$ cat src/logic/qu_consts.vh
// constants for the four-channel serial port block
`ifndef QU_CONSTS_VH
`define QU_CONSTS_VH
// =====================================================
// register map (byte addresses, 8-bit address space)
`define QU_ADDR_W 8
`define QU_GLOBAL_BIT 7
`define QU_CH_HI 6
`define QU_CH_LO 5
`define QU_REG_HI 4
`define QU_REG_LO 2
`define QU_REG_DATA 3'h0
`define QU_REG_LINE_CTRL 3'h1
`define QU_REG_MODEM_CTRL 3'h2
`define QU_REG_MODEM_STAT 3'h3
`define QU_REG_LINE_STAT 3'h4
`define QU_REG_DIVISOR 3'h5
`define QU_REG_HOST_SEL 3'h0
// =====================================================
// line control fields
`define QU_LC_WLEN_HI 1
`define QU_LC_WLEN_LO 0
`define QU_LC_STOP2 2
`define QU_LC_PAR_EN 3
`define QU_LC_PAR_EVEN 4
`define QU_LC_TX_EN 5
`define QU_LC_LOOP 6
`define QU_LC_RESET 8'h20
// =====================================================
// modem control / status fields
`define QU_MC_DTR 0
`define QU_MC_RTS 1
`define QU_MC_IRQ_EN 3
`define QU_MC_RESET 8'h00
`define QU_MS_RI_EDGE 2
`define QU_MS_CTS 4
`define QU_MS_DSR 5
`define QU_MS_RI 6
`define QU_MS_CD 7
// =====================================================
// line status fields
`define QU_LS_RX_READY 0
`define QU_LS_OVERRUN 1
`define QU_LS_PAR_ERR 2
`define QU_LS_FRAME_ERR 3
`define QU_LS_TX_ROOM 5
`define QU_LS_TX_IDLE 6
// =====================================================
// baud and framing
`define QU_DIV_RESET 16'h0001
`define QU_OVERSAMPLE 4'hf
`define QU_HALF_BIT 4'h7
`define QU_WLEN_BASE 4'h5
`define QU_RX_SR_W 4'ha
// =====================================================
// bus responses
`define QU_RESP_OKAY 2'b00
`define QU_RESP_SLVERR 2'b10
`endif

$ cat src/logic/qu_top.v
// four-channel serial port: channel select, modem pins, framing, fifos, AXI4-Lite registers
// How it works
// - ring input rising to 1 sets a sticky interrupt condition for that channel.
// - modem control bit 1 set drives that channel's RTS output low.
// - after reset every RTS output sits high.
// - RTS is a software modem line only, never touching transmit or receive.
// - transmit pin stays high in reset, when idle, and when transmitter disabled.
// - loopback ignores receive pin and feeds own transmit stream to receiver.
// - transmitter adds start and stop bits; receiver rebuilds parallel bytes.
// - optional parity bit appended on transmit and checked on receive.
// - each channel has its own 16-byte transmit and receive fifo.
// - bus-style pin high picks four-select mode, low picks single-select mode.
// - four-select mode: a low select picks its channel; all high picks none.
// - single-select mode: address bits 00..11 pick A..D; select high picks none.
// - the two channel address bits are ignored in four-select mode.
// - four-select mode: mode pin and modem bit 3 decide interrupt output gating.
// - mode pin low gives bit 3 control of enable; high keeps outputs driven.
// - modem control bit 0 drives DTR low when 1, high when 0.
// - CTS pin state readable in modem status bit 4.
//
// The AXI4-Lite register port and the address map were chosen for this implementation.
`timescale 1ns/1ps
`default_nettype none
`include "qu_consts.vh"

// =====================================================
// fifo
module qu_fifo #(
  parameter WIDTH = 8,
  parameter DEPTH = 16,
  parameter AW = 4
) (
  input wire aclk,
  input wire aresetn,
  input wire in_valid,
  output wire in_ready,
  input wire [WIDTH-1:0] in_data,
  output wire out_valid,
  input wire out_ready,
  output wire [WIDTH-1:0] out_data
);
  reg [WIDTH-1:0] mem [0:DEPTH-1];
  reg [AW-1:0] wr_ptr;
  reg [AW-1:0] rd_ptr;
  reg [AW:0] count;
  wire push = in_valid && in_ready;
  wire pop = out_valid && out_ready;
  assign in_ready = (count != DEPTH[AW:0]);
  assign out_valid = (count != {(AW+1){1'b0}});
  assign out_data = mem[rd_ptr];
  always @(posedge aclk) begin
    if (push) begin
      mem[wr_ptr] <= in_data;
    end
  end
  always @(posedge aclk) begin
    if (!aresetn) begin
      wr_ptr <= {AW{1'b0}};
      rd_ptr <= {AW{1'b0}};
      count <= {(AW+1){1'b0}};
    end else begin
      // pointers wrap by hand so depth need not be a power of two
      if (push) begin
        wr_ptr <= (wr_ptr == DEPTH[AW-1:0] - 1'b1) ? {AW{1'b0}} : wr_ptr + 1'b1;
      end
      if (pop) begin
        rd_ptr <= (rd_ptr == DEPTH[AW-1:0] - 1'b1) ? {AW{1'b0}} : rd_ptr + 1'b1;
      end
      count <= count + {{AW{1'b0}}, push} - {{AW{1'b0}}, pop};
    end
  end
endmodule

// =====================================================
// top
module qu_top #(
  parameter FIFO_DEPTH = 16,
  parameter FIFO_AW = 4
) (
  input wire aclk,
  input wire aresetn,
  input wire [7:0] s_axi_awaddr,
  input wire s_axi_awvalid,
  output reg s_axi_awready,
  input wire [31:0] s_axi_wdata,
  input wire [3:0] s_axi_wstrb,
  input wire s_axi_wvalid,
  output reg s_axi_wready,
  output reg [1:0] s_axi_bresp,
  output reg s_axi_bvalid,
  input wire s_axi_bready,
  input wire [7:0] s_axi_araddr,
  input wire s_axi_arvalid,
  output reg s_axi_arready,
  output reg [31:0] s_axi_rdata,
  output reg [1:0] s_axi_rresp,
  output reg s_axi_rvalid,
  input wire s_axi_rready,
  input wire bus_style_pin,
  input wire channel_a_select_n,
  input wire channel_b_select_n,
  input wire channel_c_select_n,
  input wire channel_d_select_n,
  input wire single_select_n,
  input wire channel_addr_high,
  input wire channel_addr_low,
  input wire irq_output_mode_pin,
  output reg [3:0] channel_selected,
  input wire [3:0] rx_pin,
  output reg [3:0] tx_pin,
  input wire [3:0] cts_n,
  input wire [3:0] dsr_n,
  input wire [3:0] ri_n,
  input wire [3:0] cd_n,
  output reg [3:0] rts_n,
  output reg [3:0] dtr_n,
  output reg [3:0] irq,
  output reg [3:0] irq_oe
);
  // =====================================================
  // pin synchronisers (first stage read only by second)
  reg [8:0] host_s1;
  reg [8:0] host_s2;
  reg [19:0] modem_s1;
  reg [19:0] modem_s2;
  always @(posedge aclk) begin
    host_s1 <= {irq_output_mode_pin, channel_addr_high, channel_addr_low, single_select_n,
      channel_d_select_n, channel_c_select_n, channel_b_select_n, channel_a_select_n,
      bus_style_pin};
    host_s2 <= host_s1;
    modem_s1 <= {cd_n, ri_n, dsr_n, cts_n, rx_pin};
    modem_s2 <= modem_s1;
  end
  wire style_four = host_s2[0];
  wire [3:0] sel_n = host_s2[4:1];
  wire mode_pin = host_s2[8];
  wire [3:0] rx_s = modem_s2[3:0];
  wire [3:0] cts_s = modem_s2[7:4];
  wire [3:0] dsr_s = modem_s2[11:8];
  wire [3:0] ri_s = modem_s2[15:12];
  wire [3:0] cd_s = modem_s2[19:16];

  // =====================================================
  // channel select decode
  function [3:0] decode_sel;
    input style;
    input [3:0] cs_n;
    input one_cs_n;
    input [1:0] addr;
    begin
      if (style) begin
        decode_sel = ~cs_n;
      end else if (!one_cs_n) begin
        decode_sel = 4'h1 << addr;
      end else begin
        decode_sel = 4'h0;
      end
    end
  endfunction

  // =====================================================
  // control registers written by software
  reg [7:0] line_ctrl [0:3];
  reg [7:0] modem_ctrl [0:3];
  reg [15:0] divisor [0:3];
  wire [7:0] modem_stat [0:3];
  wire [7:0] line_stat [0:3];
  wire [7:0] rx_head [0:3];
  wire [3:0] tx_room;
  wire [3:0] irq_cond;

  // =====================================================
  // AXI4-Lite slave
  reg [7:0] wr_addr;
  reg [31:0] wr_data;
  reg [3:0] wr_strb;
  reg aw_have;
  reg w_have;
  wire wr_go = aw_have && w_have && !s_axi_bvalid;
  wire rd_go = s_axi_arvalid && s_axi_arready;
  wire [1:0] wr_ch = wr_addr[`QU_CH_HI:`QU_CH_LO];
  wire [2:0] wr_reg = wr_addr[`QU_REG_HI:`QU_REG_LO];
  wire wr_glob = wr_addr[`QU_GLOBAL_BIT];
  wire [1:0] rd_ch = s_axi_araddr[`QU_CH_HI:`QU_CH_LO];
  wire [2:0] rd_reg = s_axi_araddr[`QU_REG_HI:`QU_REG_LO];
  wire rd_glob = s_axi_araddr[`QU_GLOBAL_BIT];
  wire wr_data_hit = wr_go && !wr_glob && wr_reg == `QU_REG_DATA && wr_strb[0];
  wire rd_local = rd_go && !rd_glob;
  wire [3:0] ch_wr_onehot = 4'h1 << wr_ch;
  wire [3:0] ch_rd_onehot = 4'h1 << rd_ch;
  wire [3:0] tx_push = wr_data_hit ? ch_wr_onehot : 4'h0;
  wire [3:0] rx_pop = (rd_local && rd_reg == `QU_REG_DATA) ? ch_rd_onehot : 4'h0;
  wire [3:0] ms_read = (rd_local && rd_reg == `QU_REG_MODEM_STAT) ? ch_rd_onehot : 4'h0;
  wire [3:0] ls_read = (rd_local && rd_reg == `QU_REG_LINE_STAT) ? ch_rd_onehot : 4'h0;
  integer i;

  always @(posedge aclk) begin
    if (!aresetn) begin
      s_axi_awready <= 1'b1;
      s_axi_wready <= 1'b1;
      s_axi_bvalid <= 1'b0;
      s_axi_bresp <= `QU_RESP_OKAY;
      aw_have <= 1'b0;
      w_have <= 1'b0;
      wr_addr <= 8'h00;
      wr_data <= 32'h0000_0000;
      wr_strb <= 4'h0;
      for (i = 0; i < 4; i = i + 1) begin
        line_ctrl[i] <= `QU_LC_RESET;
        modem_ctrl[i] <= `QU_MC_RESET;
        divisor[i] <= `QU_DIV_RESET;
      end
    end else begin
      if (s_axi_awvalid && s_axi_awready) begin
        wr_addr <= s_axi_awaddr;
        aw_have <= 1'b1;
        s_axi_awready <= 1'b0;
      end
      if (s_axi_wvalid && s_axi_wready) begin
        wr_data <= s_axi_wdata;
        wr_strb <= s_axi_wstrb;
        w_have <= 1'b1;
        s_axi_wready <= 1'b0;
      end
      if (wr_go) begin
        aw_have <= 1'b0;
        w_have <= 1'b0;
        s_axi_bvalid <= 1'b1;
        s_axi_bresp <= (wr_glob || wr_reg > `QU_REG_DIVISOR) ? `QU_RESP_SLVERR : `QU_RESP_OKAY;
        if (!wr_glob && wr_strb[0]) begin
          case (wr_reg)
            `QU_REG_LINE_CTRL: line_ctrl[wr_ch] <= wr_data[7:0];
            `QU_REG_MODEM_CTRL: modem_ctrl[wr_ch] <= wr_data[7:0];
            `QU_REG_DIVISOR: divisor[wr_ch][7:0] <= wr_data[7:0];
            default: ;
          endcase
        end
        if (!wr_glob && wr_strb[1] && wr_reg == `QU_REG_DIVISOR) begin
          divisor[wr_ch][15:8] <= wr_data[15:8];
        end
      end
      if (s_axi_bvalid && s_axi_bready) begin
        s_axi_bvalid <= 1'b0;
        s_axi_awready <= 1'b1;
        s_axi_wready <= 1'b1;
      end
    end
  end

  always @(posedge aclk) begin
    if (!aresetn) begin
      s_axi_arready <= 1'b1;
      s_axi_rvalid <= 1'b0;
      s_axi_rdata <= 32'h0000_0000;
      s_axi_rresp <= `QU_RESP_OKAY;
    end else begin
      if (rd_go) begin
        s_axi_arready <= 1'b0;
        s_axi_rvalid <= 1'b1;
        s_axi_rresp <= `QU_RESP_OKAY;
        s_axi_rdata <= 32'h0000_0000;
        if (rd_glob) begin
          if (rd_reg == `QU_REG_HOST_SEL && !rd_ch[0] && !rd_ch[1]) begin
            s_axi_rdata <= {27'h0, style_four, channel_selected};
          end else begin
            s_axi_rresp <= `QU_RESP_SLVERR;
          end
        end else begin
          case (rd_reg)
            `QU_REG_DATA: s_axi_rdata <= {24'h0, rx_head[rd_ch]};
            `QU_REG_LINE_CTRL: s_axi_rdata <= {24'h0, line_ctrl[rd_ch]};
            `QU_REG_MODEM_CTRL: s_axi_rdata <= {24'h0, modem_ctrl[rd_ch]};
            `QU_REG_MODEM_STAT: s_axi_rdata <= {24'h0, modem_stat[rd_ch]};
            `QU_REG_LINE_STAT: s_axi_rdata <= {24'h0, line_stat[rd_ch]};
            `QU_REG_DIVISOR: s_axi_rdata <= {16'h0, divisor[rd_ch]};
            default: s_axi_rresp <= `QU_RESP_SLVERR;
          endcase
        end
      end
      if (s_axi_rvalid && s_axi_rready) begin
        s_axi_rvalid <= 1'b0;
        s_axi_arready <= 1'b1;
      end
    end
  end

  // =====================================================
  // host pins: selected channel and interrupt outputs
  always @(posedge aclk) begin
    if (!aresetn) begin
      channel_selected <= 4'h0;
      irq <= 4'h0;
    end else begin
      channel_selected <= decode_sel(style_four, sel_n, host_s2[5], host_s2[7:6]);
      irq <= irq_cond;
    end
  end

  // =====================================================
  // per-channel serial engines
  localparam TX_IDLE = 2'b01;
  localparam TX_SHIFT = 2'b10;
  localparam RX_IDLE = 3'b001;
  localparam RX_START = 3'b010;
  localparam RX_BITS = 3'b100;

  genvar g;
  generate
    for (g = 0; g < 4; g = g + 1) begin : chan
      reg [15:0] div_cnt;
      reg tick;
      reg [1:0] tx_state;
      reg [3:0] tx_sub;
      reg [3:0] tx_left;
      reg [11:0] tx_sr;
      reg [2:0] rx_state;
      reg [3:0] rx_sub;
      reg [3:0] rx_left;
      reg [9:0] rx_sr;
      reg rx_push;
      reg [7:0] rx_byte;
      reg ri_prev;
      reg ri_edge;
      reg overrun;
      reg par_err;
      reg frame_err;
      wire [7:0] lc = line_ctrl[g];
      wire [3:0] wlen = `QU_WLEN_BASE + {2'b00, lc[`QU_LC_WLEN_HI:`QU_LC_WLEN_LO]};
      wire [7:0] wmask = 8'hff >> (4'h8 - wlen);
      wire tx_valid;
      wire [7:0] tx_byte;
      wire rx_ready_in;
      wire rx_valid;
      wire tx_take = (tx_state == TX_IDLE) && tx_valid && lc[`QU_LC_TX_EN];
      wire [7:0] tx_d = tx_byte & wmask;
      wire tx_par = (^tx_d) ^ !lc[`QU_LC_PAR_EVEN];
      wire tx_line = (tx_state == TX_SHIFT) ? tx_sr[0] : 1'b1;
      wire rx_line = lc[`QU_LC_LOOP] ? tx_line : rx_s[g];
      wire [3:0] rx_bits = wlen + {3'b000, lc[`QU_LC_PAR_EN]} + 4'h1;
      wire [9:0] rx_al = rx_sr >> (`QU_RX_SR_W - rx_bits);
      wire [7:0] rx_d = rx_al[7:0] & wmask;
      wire rx_par_bit = rx_al[wlen];
      wire rx_stop_bit = rx_al[rx_bits - 4'h1];

      qu_fifo #(.WIDTH(8), .DEPTH(FIFO_DEPTH), .AW(FIFO_AW)) tx_fifo (
        .aclk(aclk),
        .aresetn(aresetn),
        .in_valid(tx_push[g]),
        .in_ready(tx_room[g]),
        .in_data(wr_data[7:0]),
        .out_valid(tx_valid),
        .out_ready(tx_take),
        .out_data(tx_byte)
      );
      qu_fifo #(.WIDTH(8), .DEPTH(FIFO_DEPTH), .AW(FIFO_AW)) rx_fifo (
        .aclk(aclk),
        .aresetn(aresetn),
        .in_valid(rx_push),
        .in_ready(rx_ready_in),
        .in_data(rx_byte),
        .out_valid(rx_valid),
        .out_ready(rx_pop[g]),
        .out_data(rx_head[g])
      );

      // 16x oversample enable; divisor 0 treated as 1
      always @(posedge aclk) begin
        if (!aresetn || div_cnt <= 16'h0001) begin
          div_cnt <= divisor[g];
          tick <= aresetn;
        end else begin
          div_cnt <= div_cnt - 16'h0001;
          tick <= 1'b0;
        end
      end

      always @(posedge aclk) begin
        if (!aresetn) begin
          tx_state <= TX_IDLE;
          tx_sub <= 4'h0;
          tx_left <= 4'h0;
          tx_sr <= 12'hfff;
        end else begin
          case (tx_state)
            TX_IDLE: begin
              if (tx_take) begin
                // start, data, optional parity, then stop bits
                tx_sr <= lc[`QU_LC_PAR_EN]
                  ? ({3'b111, tx_d | ~wmask, 1'b0} & ~(12'h001 << (wlen + 4'h1)))
                    | ({11'h0, tx_par} << (wlen + 4'h1))
                  : {3'b111, tx_d | ~wmask, 1'b0};
                tx_left <= wlen + {3'b000, lc[`QU_LC_PAR_EN]} + {3'b000, lc[`QU_LC_STOP2]} + 4'h2;
                tx_sub <= 4'h0;
                tx_state <= TX_SHIFT;
              end
            end
            TX_SHIFT: begin
              if (tick) begin
                tx_sub <= tx_sub + 4'h1;
                if (tx_sub == `QU_OVERSAMPLE) begin
                  tx_sr <= {1'b1, tx_sr[11:1]};
                  tx_left <= tx_left - 4'h1;
                  if (tx_left == 4'h1) begin
                    tx_state <= TX_IDLE;
                  end
                end
              end
            end
            default: tx_state <= TX_IDLE;
          endcase
        end
      end

      always @(posedge aclk) begin
        if (!aresetn) begin
          rx_state <= RX_IDLE;
          rx_sub <= 4'h0;
          rx_left <= 4'h0;
          rx_sr <= 10'h000;
          rx_push <= 1'b0;
          rx_byte <= 8'h00;
          overrun <= 1'b0;
          par_err <= 1'b0;
          frame_err <= 1'b0;
        end else begin
          rx_push <= 1'b0;
          // a read clears the sticky errors, but a fresh error wins
          if (ls_read[g]) begin
            overrun <= 1'b0;
            par_err <= 1'b0;
            frame_err <= 1'b0;
          end
          case (rx_state)
            RX_IDLE: begin
              if (!rx_line) begin
                rx_sub <= 4'h0;
                rx_state <= RX_START;
              end
            end
            RX_START: begin
              if (tick) begin
                rx_sub <= rx_sub + 4'h1;
                if (rx_sub == `QU_HALF_BIT) begin
                  rx_sub <= 4'h0;
                  rx_left <= rx_bits;
                  rx_state <= rx_line ? RX_IDLE : RX_BITS;
                end
              end
            end
            RX_BITS: begin
              if (tick) begin
                rx_sub <= rx_sub + 4'h1;
                if (rx_sub == `QU_OVERSAMPLE) begin
                  rx_sr <= {rx_line, rx_sr[9:1]};
                  rx_left <= rx_left - 4'h1;
                  if (rx_left == 4'h1) begin
                    rx_state <= RX_IDLE;
                  end
                end
              end
            end
            default: rx_state <= RX_IDLE;
          endcase
          // one cycle after the last sample the aligned frame is checked
          if (rx_state == RX_IDLE && rx_left == 4'h0 && rx_sub == 4'h0 && rx_sr != 10'h000) begin
            rx_sr <= 10'h000;
          end
          if (rx_state == RX_BITS && tick && rx_sub == `QU_OVERSAMPLE && rx_left == 4'h1) begin
            rx_left <= 4'h0;
          end
          if (rx_state == RX_IDLE && rx_left == 4'h0 && rx_sr != 10'h000) begin
            rx_byte <= rx_d;
            rx_push <= rx_ready_in;
            if (!rx_ready_in) overrun <= 1'b1;
            if (lc[`QU_LC_PAR_EN] && (rx_par_bit != ((^rx_d) ^ !lc[`QU_LC_PAR_EVEN]))) begin
              par_err <= 1'b1;
            end
            if (!rx_stop_bit) frame_err <= 1'b1;
          end
        end
      end

      always @(posedge aclk) begin
        if (!aresetn) begin
          ri_prev <= 1'b1;
          ri_edge <= 1'b0;
          tx_pin[g] <= 1'b1;
          rts_n[g] <= 1'b1;
          dtr_n[g] <= 1'b1;
          irq_oe[g] <= 1'b0;
        end else begin
          ri_prev <= ri_s[g];
          if (ri_s[g] && !ri_prev) begin
            ri_edge <= 1'b1;
          end else if (ms_read[g]) begin
            ri_edge <= 1'b0;
          end
          tx_pin[g] <= lc[`QU_LC_LOOP] ? 1'b1 : tx_line;
          rts_n[g] <= !modem_ctrl[g][`QU_MC_RTS];
          dtr_n[g] <= !modem_ctrl[g][`QU_MC_DTR];
          // single-select mode keeps interrupt outputs driven
          irq_oe[g] <= !style_four || mode_pin || modem_ctrl[g][`QU_MC_IRQ_EN];
        end
      end

      assign modem_stat[g] = {!cd_s[g], !ri_s[g], !dsr_s[g], !cts_s[g], 1'b0, ri_edge, 2'b00};
      assign line_stat[g] = {1'b0, tx_state == TX_IDLE && !tx_valid, tx_room[g], 1'b0,
        frame_err, par_err, overrun, rx_valid};
      assign irq_cond[g] = ri_edge || rx_valid || par_err || frame_err || overrun;
    end
  endgenerate
endmodule
`default_nettype wire

$ cat config.mk
export PLATFORM = sky130hd
export DESIGN_NAME = qu_top
export DESIGN_NICKNAME = d
export VERILOG_FILES = /design/src/logic/qu_top.v
export VERILOG_INCLUDE_DIRS = /design/src /design/src/logic
export SDC_FILE = /design/constraint.sdc
export NUM_CORES = 2
export LEC_CHECK = 0
export ABC_AREA = 1
export BUFFER_PORTS_ARGS = -buffer_cell sky130_fd_sc_hd__buf_4
export CELL_PAD_IN_SITES_DETAIL_PLACEMENT = 1
export CELL_PAD_IN_SITES_GLOBAL_PLACEMENT = 1
export CORE_MARGIN = 5
export CORE_UTILIZATION = 49
export DETAILED_ROUTE_END_ITERATION = 10
export PLACE_DENSITY = 0.89
export SYNTH_ARGS = -nofsm -noshare
export SYNTH_HDL_FRONTEND = slang
export SYNTH_SLANG_ARGS = --single-unit
$ cat constraint.sdc
create_clock -name aclk -period 4.5 [get_ports aclk]
set_clock_uncertainty 0.1 [all_clocks]
set_input_delay 0.9 -clock aclk [delete_from_list [all_inputs] [get_ports aclk]]
set_output_delay 0.9 -clock aclk [all_outputs]
set_load 0.005 [all_outputs]
==> flow_summary.toml <==
[run_status]
outcome = "complete, but fails checks"
violations = "capacitance limit"

[logic_synthesis]
ys_seq_area_share_pct = 60.0
synth.area.top_cells = "edfxtp_1 45%, dfxtp_1 15%, nand2_1 7.6%"
yosys.area.top_type = "edfxtp_1"
synth_ff_type = "edfxtp_1"
yosysMostFrequentCell = "nand2_1"
async_flop_share_pct = 0
syn_inst = 8091
synth_top_cell_area_share_pct = 45.2
netlist_area_sq_um = 76500
ys_ff_latch = 1715
synth_edf_count = 1152
synth.distinct_cells = 58
syn_area_per_cell_sq_um = 9.45
synth_common_cells = "1545 x nand2_1, 1152 x edfxtp_1, 1144 x nor2_1"
yosysWarnings = 0

[floorplan]
die_w_um = 405
core_area_sq_um = 156000
die_area_sq_um = 164000
ios = 153
start_util_pct = 49.1
die_h_um = 405
rows = 145

[min_path]
hp-class = "input port to register"
worstHoldPathCells = 1

[placement]
dp_hpwl_mm = 162
io_buffers = 112
gp_routability_congestion = 0.907
dpl_cell_area_sq_um = 79200

[layout]
regArea_sq_um = 45900
fin_nets = 8423
fillCellCount = 17300
multiInputGateArea_sq_um = 26500
areaGrowthSynthToFinish_pct = 11.5
final_util_pct = 54.8
drive_above_1_share_pct = 7.22
final_area_sq_um = 85300

[timing]
timing.final.setup_violations = 0
setup_tns_ps = 0
rsz0062_at_grt = "false"
relSlewSlack_pct = 1.32
fin_crit_ps = 4120
drv_slew = 0
fmax_mhz = 243
finalHoldViolCount = 0
finalCritPeriodShare_pct = 91.5
worst_slew_pin_slew_ps = 1460

[routing]
ant_nets = 0
route.detailed.wl_per_inst_um = 25.4
drt_wl_total_mm = 263
dr.first_iter.drc_count = 7309
routed_via_density = 6.14
via_count = 63600
dr.pass1.iters = 6
drc = 0

[global_route]
grt_max_degree = 75
grt_usage_pct = 31.4
antenna_found_initial = 11
grt_pass1_vias = 67700
grt_pass1_wl_mm = 400
grt-ovfl-total = 0

[clock_tree]
clk_path_buf_depth = 3
numCtsBuffers = 173
cts_tree = "done"
ctsHtreeMaxLevel = 4
post_cts_buffers = 0
clk_latency_ps = 870
root_buffer = "clkbuf_16"
cts-resized-gates = 0
clock_sinks = 1715
postCtsHoldBufs = 0
path_clk_slew_ps = 70

[critical_path]
critical_path.cell_chain = "buf_4 -> fa_1 -> ha_1 -> nand2_1 -> xor2_2 -> xnor2_2 -> nand2_1 -> nor2_1 -> inv_1 -> nand3_1 -> nand2_1 -> nand2_1 -> nand2_1 -> nand2_1 -> nand2_1 -> nand2_1 -> nand3_1 -> a21oi_1"
slowest_stage = "fa_1"
critPathArrivalTime_ps = 4780
cpPeakStageDelay_ps = 760
crit_required_ps = 5160
path_class = "register to register"
end_kind = "register"
critPathMaxFanout = 14
r2r_cells = 18
crit_top_cell = "nand2_1"
startpoint_type = "register"

[pwr]
p_leak_uw = 0.0327
ir_worst_vdd_uv = 383
p_per_area_nw_per_um2 = 498

[flow_run]
maxCapViolations = 1
-- layout make-up --
type	instances	area share [%]
inverter	692	3.05
timing repair buffer	215	1.92
sequential	1715	53.8
multi-input combinational	5342	31.0
clock inverter	90	1.43
tap	2058	3.02
clock buffer	238	5.75
antenna	6	0.0176
-- cells in the final DEF (no fill, tap or decap), types with 40 or more instances in the layout --
master     synthesis  layout
buf_4             28     213
a211oi_1          54      54
o21ai_0          735     735
nand3_1          529     529
a21oi_1          375     375
clkbuf_16          0     180
o211ai_1          57      57
o22ai_1          135     135
dfxtp_1          563     548
edfxtp_1        1152    1152
clkbuf_1         225      40
nor2_1          1144    1142
a22oi_1           55      55
xor2_1            57      57
nand2_1         1545    1545
inv_1            650     647
nor3_1           115     113
nand4_1           85      85
ha_1             184     184
-- cells by family after synthesis --
family,share of synthesized area [%]
multiplexers,0.0393
other,0.00490
AND/OR/NAND/NOR,19.0
AO/OA/AOI/OAI,10.9
adder cells (fa/ha/maj),3.32
buffers and inverters,5.52
flip-flops,60.0
XOR/XNOR,1.18
-- metal layers --
layer	wire, um	global-route usage [%]	vias to the layer above
li1	-	-	27700
met1	96500	37.5	31500
met2	129000	53.9	3423
met3	21500	5.75	965
met4	15600	16.9	4
met5	25	0	-
-- critical path, delay by kind of cell (launching register included) --
kind,cells,cell delay (ps)
and+or+nand+nor,11,1250
adders and majority gates,2,1000
xor gates and xnor gates,2,800
DFF,1,390
buffers and inverters,2,390
AOI/OAI and AO/OA,1,140
-- final timing paths --
check / end / slack, ps / from
hold reg to reg: host_s2[8] / 220 / host_s1[8]
hold / removal: host_s1[7] / 30 / channel_addr_high
setup / recovery: chan[1].par_err / 380 / line_ctrl[1][0]
setup reg to reg: chan[1].par_err / 380 / line_ctrl[1][0]
-- sequential cells by signal, summed over array words and instances (netlist names), 32 cells and up, named ones only --
signal	flops
chan.rx_byte	32
chan.rx_sr	40
divisor	64
chan.tx_sr	48
line_ctrl	32
chan.tx_fifo.mem	512
chan.rx_fifo.mem	512
chan.div_cnt	64
modem_ctrl	32
-- through the flow --
stage | total power, uW | hold slack, ps | worst slack, ps | instances
floorplan | 24100 | 210 | 1040 | 8108
global placement | 25900 | 210 | 610 | 10000
detailed placement | 26600 | 213 | 453 | 10000
CTS | 42300 | 5.12 | 461 | 10400
global route | 44100 | 16.3 | 91.7 | 10400
finish | 42500 | 29.9 | 382 | 10400
-- power by group --
part           internal (uW)  switching [uW]
clock network           8700            6910
logic                   2510            6380
registers              17400             516
total                  28700           13800
No activity file was read; power rests on OpenSTA's default activity.
